$ cat src/hdl/lin_flag_consts.svh
`ifndef LIN_FLAG_CONSTS_SVH
`define LIN_FLAG_CONSTS_SVH

// Frame layout
`define FRAME_BITS 16
`define CMD_MSB 15
`define CMD_LSB 14
`define ADDR_MSB 13
`define ADDR_LSB 9
`define RW_BIT 8
`define GROUP_BIT 7

// Command codes in bits 15:14
`define CMD_FLAG_READ 2'b11
`define CMD_STATUS_READ 2'b00
`define CMD_WRITE 2'b01

// Addresses
`define ADDR_REGULATOR_FLAGS 5'h0f
`define ADDR_CAN_FLAGS 5'h10
`define ADDR_LIN_CONTROL 5'h13

// Control register fields and reset
`define CTRL_RESET 8'h00
`define CTRL_MODE_MSB 7
`define CTRL_MODE_LSB 6
`define CTRL_SLEW_MSB 5
`define CTRL_SLEW_LSB 4
`define CTRL_TERM_BIT 2
`define CTRL_EXT_BIT 0
`define MODE_OFF 2'b00
`define MODE_WAKE 2'b10
`define MODE_TRX 2'b11

// Flag group indices and positions
`define GRP_REGL_LO 0
`define GRP_REGL_HI 1
`define GRP_CAN_LO 2
`define GRP_CAN_HI 3
`define AUX_LOW_BIT 7
`define FLAGS_RESET 8'h00

// Auxiliary rail filter time
`define CLK_MHZ 200
`define AUX_FILT_US 100
`define AUX_FILT_CYC (`AUX_FILT_US * `CLK_MHZ)

`endif

$ cat src/hdl/lin_flag_pkg.sv
package lin_flag_pkg;

  typedef enum logic [0:0] {
    SPI_IDLE = 1'b0,
    SPI_SHIFT = 1'b1
  } spi_state_e;

  typedef logic [7:0] byte_t;

endpackage

$ cat src/hdl/lin_ctrl_flags.sv
`include "lin_flag_consts.svh"
`timescale 1ns/10ps
`default_nettype none

module lin_ctrl_flags #(
  parameter int AUX_FILT_CYC = `AUX_FILT_CYC
) (
  // Clock and reset
  input wire logic CLK_SYS,
  input wire logic RST_B,
  // Serial port
  input wire logic CSB,
  input wire logic SCLK,
  input wire logic MOSI,
  output logic MISO,
  output logic MISO_OE,
  // LIN control
  input wire logic TXD_L,
  input wire logic SUP2_LOW,
  input wire logic TRX_REG_ON,
  output logic LIN_TRX_EN,
  output logic LIN_WAKE_EN,
  output logic LIN_TERM_ON,
  output logic [1:0] LIN_SLEW,
  output logic LIN_RECESSIVE,
  // Fault levels
  input wire logic AUX_BELOW,
  input wire logic [7:0] REGL_FAULT_LO,
  input wire logic [7:0] REGL_FAULT_HI,
  input wire logic [7:0] CAN_FAULT_LO,
  input wire logic [7:0] CAN_FAULT_HI,
  // Latched flags
  output logic [7:0] REGL_FLAGS_LO,
  output logic [7:0] REGL_FLAGS_HI,
  output logic [7:0] CAN_FLAGS_LO,
  output logic [7:0] CAN_FLAGS_HI
);

  localparam int CW = $clog2(AUX_FILT_CYC + 1);

  // Serial shifter
  lin_flag_pkg::spi_state_e state_ff, nxt_state;
  logic sclk_ff, nxt_sclk;
  logic csb_ff, nxt_csb;
  logic [4:0] cnt_ff, nxt_cnt;
  logic [15:0] rx_ff, nxt_rx;
  logic [15:0] tx_ff, nxt_tx;
  logic [7:0] resp_ff, nxt_resp;
  logic miso_ff, nxt_miso;
  logic oe_ff, nxt_oe;
  // Control and flags
  logic [7:0] ctrl_ff, nxt_ctrl;
  logic rec_ff, nxt_rec;
  logic trx_ff, nxt_trx;
  logic wake_ff, nxt_wake;
  logic [CW-1:0] aux_cnt_ff, nxt_aux_cnt;
  logic [7:0] flag_ff [0:3];
  logic [7:0] nxt_flag [0:3];
  logic [7:0] present [0:3];
  logic [7:0] event_in [0:3];
  logic [3:0] clr;
  logic aux_set;
  logic frame_end;
  logic [4:0] frame_addr;
  logic frame_rd;

  function automatic logic [3:0] group_onehot(input logic [4:0] addr, input logic sel);
    group_onehot = 4'h0;
    if (addr == `ADDR_REGULATOR_FLAGS) begin
      if (sel) begin
        group_onehot = 4'h2;
      end else begin
        group_onehot = 4'h1;
      end
    end else if (addr == `ADDR_CAN_FLAGS) begin
      if (sel) begin
        group_onehot = 4'h8;
      end else begin
        group_onehot = 4'h4;
      end
    end
  endfunction

  // Command field match
  function automatic logic is_cmd(input logic [15:0] frame, input logic [1:0] code);
    is_cmd = (frame[`CMD_MSB:`CMD_LSB] == code);
  endfunction

  // Control write with the transmit-receive guard
  function automatic logic [7:0] ctrl_accept(input logic [7:0] wr, input logic [7:0] cur, input logic txd_high);
    ctrl_accept = wr;
    if (wr[`CTRL_MODE_MSB:`CTRL_MODE_LSB] == `MODE_TRX && !txd_high) begin
      ctrl_accept[`CTRL_MODE_MSB:`CTRL_MODE_LSB] = cur[`CTRL_MODE_MSB:`CTRL_MODE_LSB];
    end
  endfunction

  // Aux rail filter: set only after a full low interval
  assign aux_set = AUX_BELOW && (aux_cnt_ff == CW'(AUX_FILT_CYC));

  always_comb begin
    present[`GRP_REGL_LO] = {AUX_BELOW, REGL_FAULT_LO[6:0]};
    present[`GRP_REGL_HI] = {3'h0, REGL_FAULT_HI[4], 1'b0, REGL_FAULT_HI[2:0]};
    present[`GRP_CAN_LO] = {CAN_FAULT_LO[7], 1'b0, CAN_FAULT_LO[5:0]};
    present[`GRP_CAN_HI] = CAN_FAULT_HI;
    event_in[`GRP_REGL_LO] = {aux_set, REGL_FAULT_LO[6:0]};
    event_in[`GRP_REGL_HI] = present[`GRP_REGL_HI];
    event_in[`GRP_CAN_LO] = present[`GRP_CAN_LO];
    event_in[`GRP_CAN_HI] = present[`GRP_CAN_HI];
  end

  // Frame decode shared by the response and control groups
  assign frame_end = (state_ff == lin_flag_pkg::SPI_SHIFT) && CSB && (cnt_ff == 5'(`FRAME_BITS));
  assign frame_addr = rx_ff[`ADDR_MSB:`ADDR_LSB];
  assign frame_rd = rx_ff[`RW_BIT];

  // Serial shifter
  always_comb begin
    nxt_state = state_ff;
    nxt_sclk = SCLK;
    nxt_csb = CSB;
    nxt_cnt = cnt_ff;
    nxt_rx = rx_ff;
    nxt_tx = tx_ff;
    nxt_miso = miso_ff;
    nxt_oe = ~CSB;
    case (state_ff)
      lin_flag_pkg::SPI_IDLE: begin
        if (csb_ff && !CSB) begin
          nxt_state = lin_flag_pkg::SPI_SHIFT;
          nxt_cnt = 5'h00;
          nxt_tx = {4'h0, |flag_ff[3], |flag_ff[2], |flag_ff[1], |flag_ff[0], resp_ff} << 1;
          nxt_miso = 1'b0;
        end
      end
      lin_flag_pkg::SPI_SHIFT: begin
        if (CSB) begin
          nxt_state = lin_flag_pkg::SPI_IDLE;
        end else if (!sclk_ff && SCLK) begin
          nxt_rx = {rx_ff[14:0], MOSI};
          if (cnt_ff != 5'(`FRAME_BITS)) begin
            nxt_cnt = cnt_ff + 5'h01;
          end
        end else if (sclk_ff && !SCLK) begin
          nxt_miso = tx_ff[15];
          nxt_tx = {tx_ff[14:0], 1'b0};
        end
      end
      default: nxt_state = lin_flag_pkg::SPI_IDLE;
    endcase
  end

  always_ff @(posedge CLK_SYS) begin
    if (!RST_B) begin
      state_ff <= lin_flag_pkg::SPI_IDLE;
      sclk_ff <= 1'b0;
      csb_ff <= 1'b1;
      cnt_ff <= 5'h00;
      rx_ff <= 16'h0000;
      tx_ff <= 16'h0000;
      miso_ff <= 1'b0;
      oe_ff <= 1'b0;
    end else begin
      state_ff <= nxt_state;
      sclk_ff <= nxt_sclk;
      csb_ff <= nxt_csb;
      cnt_ff <= nxt_cnt;
      rx_ff <= nxt_rx;
      tx_ff <= nxt_tx;
      miso_ff <= nxt_miso;
      oe_ff <= nxt_oe;
    end
  end

  // Read response and group clear
  always_comb begin
    nxt_resp = resp_ff;
    clr = 4'h0;
    if (frame_end) begin
      nxt_resp = 8'h00;
      // Flag read, bit 8 taken as read marker without parity
      if (is_cmd(rx_ff, `CMD_FLAG_READ) && frame_rd) begin
        clr = group_onehot(frame_addr, rx_ff[`GROUP_BIT]);
        for (int g = 0; g < 4; g++) begin
          if (clr[g]) begin
            nxt_resp = flag_ff[g];
          end
        end
      end else if (is_cmd(rx_ff, `CMD_STATUS_READ) && frame_rd && frame_addr == `ADDR_LIN_CONTROL) begin
        nxt_resp = {trx_ff, wake_ff, 6'h00};
      end
    end
  end

  always_ff @(posedge CLK_SYS) begin
    if (!RST_B) begin
      resp_ff <= 8'h00;
    end else begin
      resp_ff <= nxt_resp;
    end
  end

  // Control register and LIN mode outputs
  always_comb begin
    nxt_ctrl = ctrl_ff;
    if (frame_end && is_cmd(rx_ff, `CMD_WRITE) && frame_addr == `ADDR_LIN_CONTROL) begin
      nxt_ctrl = ctrl_accept(rx_ff[7:0], ctrl_ff, TXD_L);
    end
    nxt_trx = (nxt_ctrl[`CTRL_MODE_MSB:`CTRL_MODE_LSB] == `MODE_TRX);
    nxt_wake = nxt_ctrl[`CTRL_MODE_MSB];
    nxt_rec = (SUP2_LOW && !ctrl_ff[`CTRL_EXT_BIT]) || !TRX_REG_ON || !trx_ff;
  end

  always_ff @(posedge CLK_SYS) begin
    if (!RST_B) begin
      ctrl_ff <= `CTRL_RESET;
      rec_ff <= 1'b1;
      trx_ff <= 1'b0;
      wake_ff <= 1'b0;
    end else begin
      ctrl_ff <= nxt_ctrl;
      rec_ff <= nxt_rec;
      trx_ff <= nxt_trx;
      wake_ff <= nxt_wake;
    end
  end

  // Aux rail low-time counter, saturates at the filter length
  always_comb begin
    nxt_aux_cnt = aux_cnt_ff;
    if (!AUX_BELOW) begin
      nxt_aux_cnt = '0;
    end else if (aux_cnt_ff != CW'(AUX_FILT_CYC)) begin
      nxt_aux_cnt = aux_cnt_ff + CW'(1);
    end
  end

  always_ff @(posedge CLK_SYS) begin
    if (!RST_B) begin
      aux_cnt_ff <= '0;
    end else begin
      aux_cnt_ff <= nxt_aux_cnt;
    end
  end

  // Latched flags: event sets, read clears only when fault gone, set wins
  genvar gi;
  generate
    for (gi = 0; gi < 4; gi++) begin : g_flag
      always_comb begin
        nxt_flag[gi] = flag_ff[gi];
        if (clr[gi]) begin
          nxt_flag[gi] = flag_ff[gi] & present[gi];
        end
        nxt_flag[gi] = nxt_flag[gi] | event_in[gi];
      end
      always_ff @(posedge CLK_SYS) begin
        if (!RST_B) begin
          flag_ff[gi] <= `FLAGS_RESET;
        end else begin
          flag_ff[gi] <= nxt_flag[gi];
        end
      end
    end
  endgenerate

  // Serial outputs
  assign MISO = miso_ff;
  assign MISO_OE = oe_ff;

  // LIN control outputs
  assign LIN_TRX_EN = trx_ff;
  assign LIN_WAKE_EN = wake_ff;
  assign LIN_TERM_ON = ctrl_ff[`CTRL_TERM_BIT];
  assign LIN_SLEW = ctrl_ff[`CTRL_SLEW_MSB:`CTRL_SLEW_LSB];
  assign LIN_RECESSIVE = rec_ff;

  // Latched flag outputs
  assign REGL_FLAGS_LO = flag_ff[`GRP_REGL_LO];
  assign REGL_FLAGS_HI = flag_ff[`GRP_REGL_HI];
  assign CAN_FLAGS_LO = flag_ff[`GRP_CAN_LO];
  assign CAN_FLAGS_HI = flag_ff[`GRP_CAN_HI];

endmodule

`default_nettype wire

$ cat config.mk
export PLATFORM = sky130hd
export DESIGN_NAME = lin_ctrl_flags
export DESIGN_NICKNAME = d
export VERILOG_FILES = /design/src/hdl/lin_flag_pkg.sv /design/src/hdl/lin_ctrl_flags.sv
export VERILOG_INCLUDE_DIRS = /design/src /design/src/hdl
export SDC_FILE = /design/constraint.sdc
export NUM_CORES = 1
export LEC_CHECK = 0
export BUFFER_PORTS_ARGS = -buffer_cell sky130_fd_sc_hd__buf_4
export CAP_MARGIN = 20
export CORE_MARGIN = 2
export CORE_UTILIZATION = 30
export DETAILED_ROUTE_END_ITERATION = 12
export PLACE_DENSITY_LB_ADDON = 0.08
export RECOVER_POWER = 100
export SYNTH_ARGS = -nofsm -noshare
export SYNTH_HDL_FRONTEND = slang
export SYNTH_SLANG_ARGS = --single-unit
$ cat constraint.sdc
create_clock -name CLK_SYS -period 3.2 [get_ports CLK_SYS]
set_input_delay 0.64 -clock CLK_SYS [delete_from_list [all_inputs] [get_ports CLK_SYS]]
set_output_delay 0.64 -clock CLK_SYS [all_outputs]
set_load 0.01 [all_outputs]
==> results.txt <==
Worst Clk Skew -> 0.0106 ns
CTS Sinks -> 99
Die W -> 124 um
Top FF cell, synth -> dfxtp_1
Worst path max stage delay -> 0.70 ns
Hold EP -> ctrl_ff[0]
Number of global-route vias before repair -> 3,566
VDD IR-drop max -> 0.282 mV
# Post-CTS Setup Buffers -> 0
Critical R2R Launch -> rx_ff[13]
Max-Cap Viols -> 0
Via count -> 3,734
WP data arrival -> 2.66 ns
DRC -> 0
Hold-fix buffers at CTS -> 0
Critical Path Slowest Stage Cell -> clkbuf_1
Fin crit period -> 2.39 ns
Nets@finish -> 605
Setup_tns -> 0 ns
Worst-Margin Slew -> 0.905 ns
IO Pins -> 81
Synthesized area per cell -> 8.55 um2
Ys async rst share -> 0%
Clk buf depth -> 2
CP delay by family, top -> buffers and inverters
Largest net degree at the start of global routing -> 42
Vias per std cell -> 5.02
CORE AREA -> 13,900 um2
Number of buffers and inverters on the critical path -> 2
Post-CTS resize count -> 0
# rows -> 43
YS warnings -> 0
Overflow after GRT -> 0
Final period utilization -> 74.6%
Worst r2r path cells -> 4
Die height -> 124 um
R2R Setup Slk -> 0.94 ns
H-tree levels -> 3
CP required -> 3.48 ns
Initial core utilization -> 30.8%
Sequence of cells on the critical path -> clkbuf_1 > nor4bb_4 > clkbuf_1 > a2bb2oi_1 > or3_1 > a21oi_1
Synth unique cells -> 53
Inserted Clock Buffers -> 9
Ant diodes -> 0
Initial drt markers -> 209
RSZ-0062 raised after global routing -> no
Later-pin clock latency in the skew report -> 0.35 ns
Routed WL -> 11.4 mm
Seq/Total Area, Yosys -> 46.2%
Fin. max-slew vios -> 0
Pre-antenna DRT Iters -> 4
Hold depth -> 2
Most common cell after layout, fill and taps aside -> dfxtp_1
Worst-path clk slew -> 0.06 ns
DIE AREA -> 15,300 um2
Layout cells sized above 1 -> 10.6%
Synthesized netlist cell count -> 502
Global-route wire length before repair -> 18.2 mm
Outcome -> finished clean
CP Capture Type -> flop
Leak Pwr -> 1.76 nW
Drt wl/cell -> 15.3 um
Post-Syn Area -> 4290 um2
Initial antenna violation count -> 0
CP startpoint kind -> input port
Worst hold start -> ctrl_ff[0]
I/O Buffers -> 69
R2r endpoint -> flag_ff[3][7]
Most frequent CP cell -> clkbuf_1
Most frequent cells in the layout -> dfxtp_1 (99), nand2_1 (65), a21oi_1 (51)
DRT antenna net count -> 0
Final Setup Violations -> 0
CTS tree -> built
Placer Congestion -> 0.799
Fmax -> 419 MHz
Worst Setup SP -> CSB
Hold slack -> 0.454 ns
All-Layer GR Usage -> 15.5%
CTS root buf -> clkbuf_16
Post-synthesis sequential element count -> 99
Max FO, Critical Path -> 20
P per Cell Area -> 512 nW/um2
DP HPWL -> 8.19 mm
Hold Path Class -> reg2reg
Area grow syn2layout -> 18.5%
EDFF count, synth -> 0
Kind of critical path -> in2reg
Rel. slew slack -> 39.7%
Final hold vios -> 0
==> power breakdown <==
part	switching, W	total (W)	leakage, nW	internal, W
combinational	0.000116	0.000201	0.809	0.0000847
sequential	0.0000418	0.00132	0.810	0.00127
clock	0.000464	0.00109	0.146	0.000624
total	0.000623	0.00260	1.76	0.00198
==> cells by family after synthesis <==
group	after synthesis	synth area share, %
xor gates and xnor gates	12	2.45
adders and majority gates	4	1.17
AOI/OAI and AO/OA	135	19.3
other	1	0.0874
and+or+nand+nor	172	20.5
buffers and inverters	62	6.41
DFF	99	46.2
muxes	17	3.96
==> cell type report <==
cell class              count  area, um2
well taps                 180        225
clock buffers              11        243
inverters                  28        105
clock inverters             4       48.8
fillers                  1501       8850
repair buffers             77        432
flip-flops and latches     99       1980
multi-input cells         345       2050
==> worst min-delay path, stage by stage, from the launching register on <==
cell     delay [ns]
dfxtp_1        0.31
nand2_1        0.05
a21oi_1        0.05
==> sequential cells by signal (all words and copies together), names as in the netlist <==
signal,cells
tx_ff,15
LIN_TRX_EN,1
rx_ff,16
MISO_OE,1
LIN_RECESSIVE,1
aux_cnt_ff,15
flag_ff,27
csb_ff,1
MISO,1
resp_ff,8
sclk_ff,1
cnt_ff,5
state_ff,1
ctrl_ff,6
==> through the flow <==
stage	utilization, %	area (um2)	cells	total power, W	setup slack, ns
2_1_floorplan	-	4310	506	0.00145	1.40
3_3_place_gp	35.6	4960	729	0.00157	1.08
3_5_place_dp	35.6	4960	729	0.00157	1.04
4_1_cts	37.7	5250	744	0.00267	1.18
5_1_grt	36.5	5090	744	0.00273	0.684
6_report	36.5	5090	744	0.00260	0.814
==> how the worst max path moves through the flow <==
stage / end / slack (ns) / cells after the start
6_report: cnt_ff[2] / 0.81 / 6
5_1_grt: cnt_ff[2] / 0.68 / 6
2_1_floorplan: flag_ff[1][2] / 1.40 / 5
3_5_place_dp: flag_ff[0][5] / 1.04 / 6
3_3_place_gp: flag_ff[0][0] / 1.08 / 6
4_1_cts: flag_ff[0][2] / 1.18 / 7
==> cell usage after synthesis (2+ instances only) <==
cell type  count  area share [%]
buf_2          7            0.82
a41oi_1        4            0.82
nor4_1        14             2.0
a32o_1         4            0.93
o22ai_2        3            0.87
nand2b_1       6            0.87
nand3b_1       4            0.70
a21oi_1       51             5.9
o21ai_1        2            0.23
or3_1          5            0.73
nor2_1        32             2.8
nor4bb_1       2            0.47
and2_1         2            0.29
inv_1         27             2.4
xor2_1         4            0.82
dfxtp_1       99              46
nor3_1         6            0.70
mux2i_1       17             4.0
clkbuf_1      18             1.6
o21ai_0       32             3.7
a22o_1         7             1.4
a31oi_1       12             1.7
a21o_1         2            0.35
xnor2_1        8             1.6
ha_1           4             1.2
nand3_1       13             1.5
nand4_1        9             1.3
buf_4          7             1.2
or2_2          2            0.29
nor3b_1        2            0.35
nand2_1       65             5.7
a211oi_1      11             1.9
==> per-layer routing <==
metal	track usage (%)	up-vias	wire length [um]
li1	-	1886	-
met1	19.7	1775	5300
met2	25.9	61	5390
met3	4.53	12	586
met4	3.69	0	125
met5	0	-	0
No activity file was read; power rests on OpenSTA's default activity.
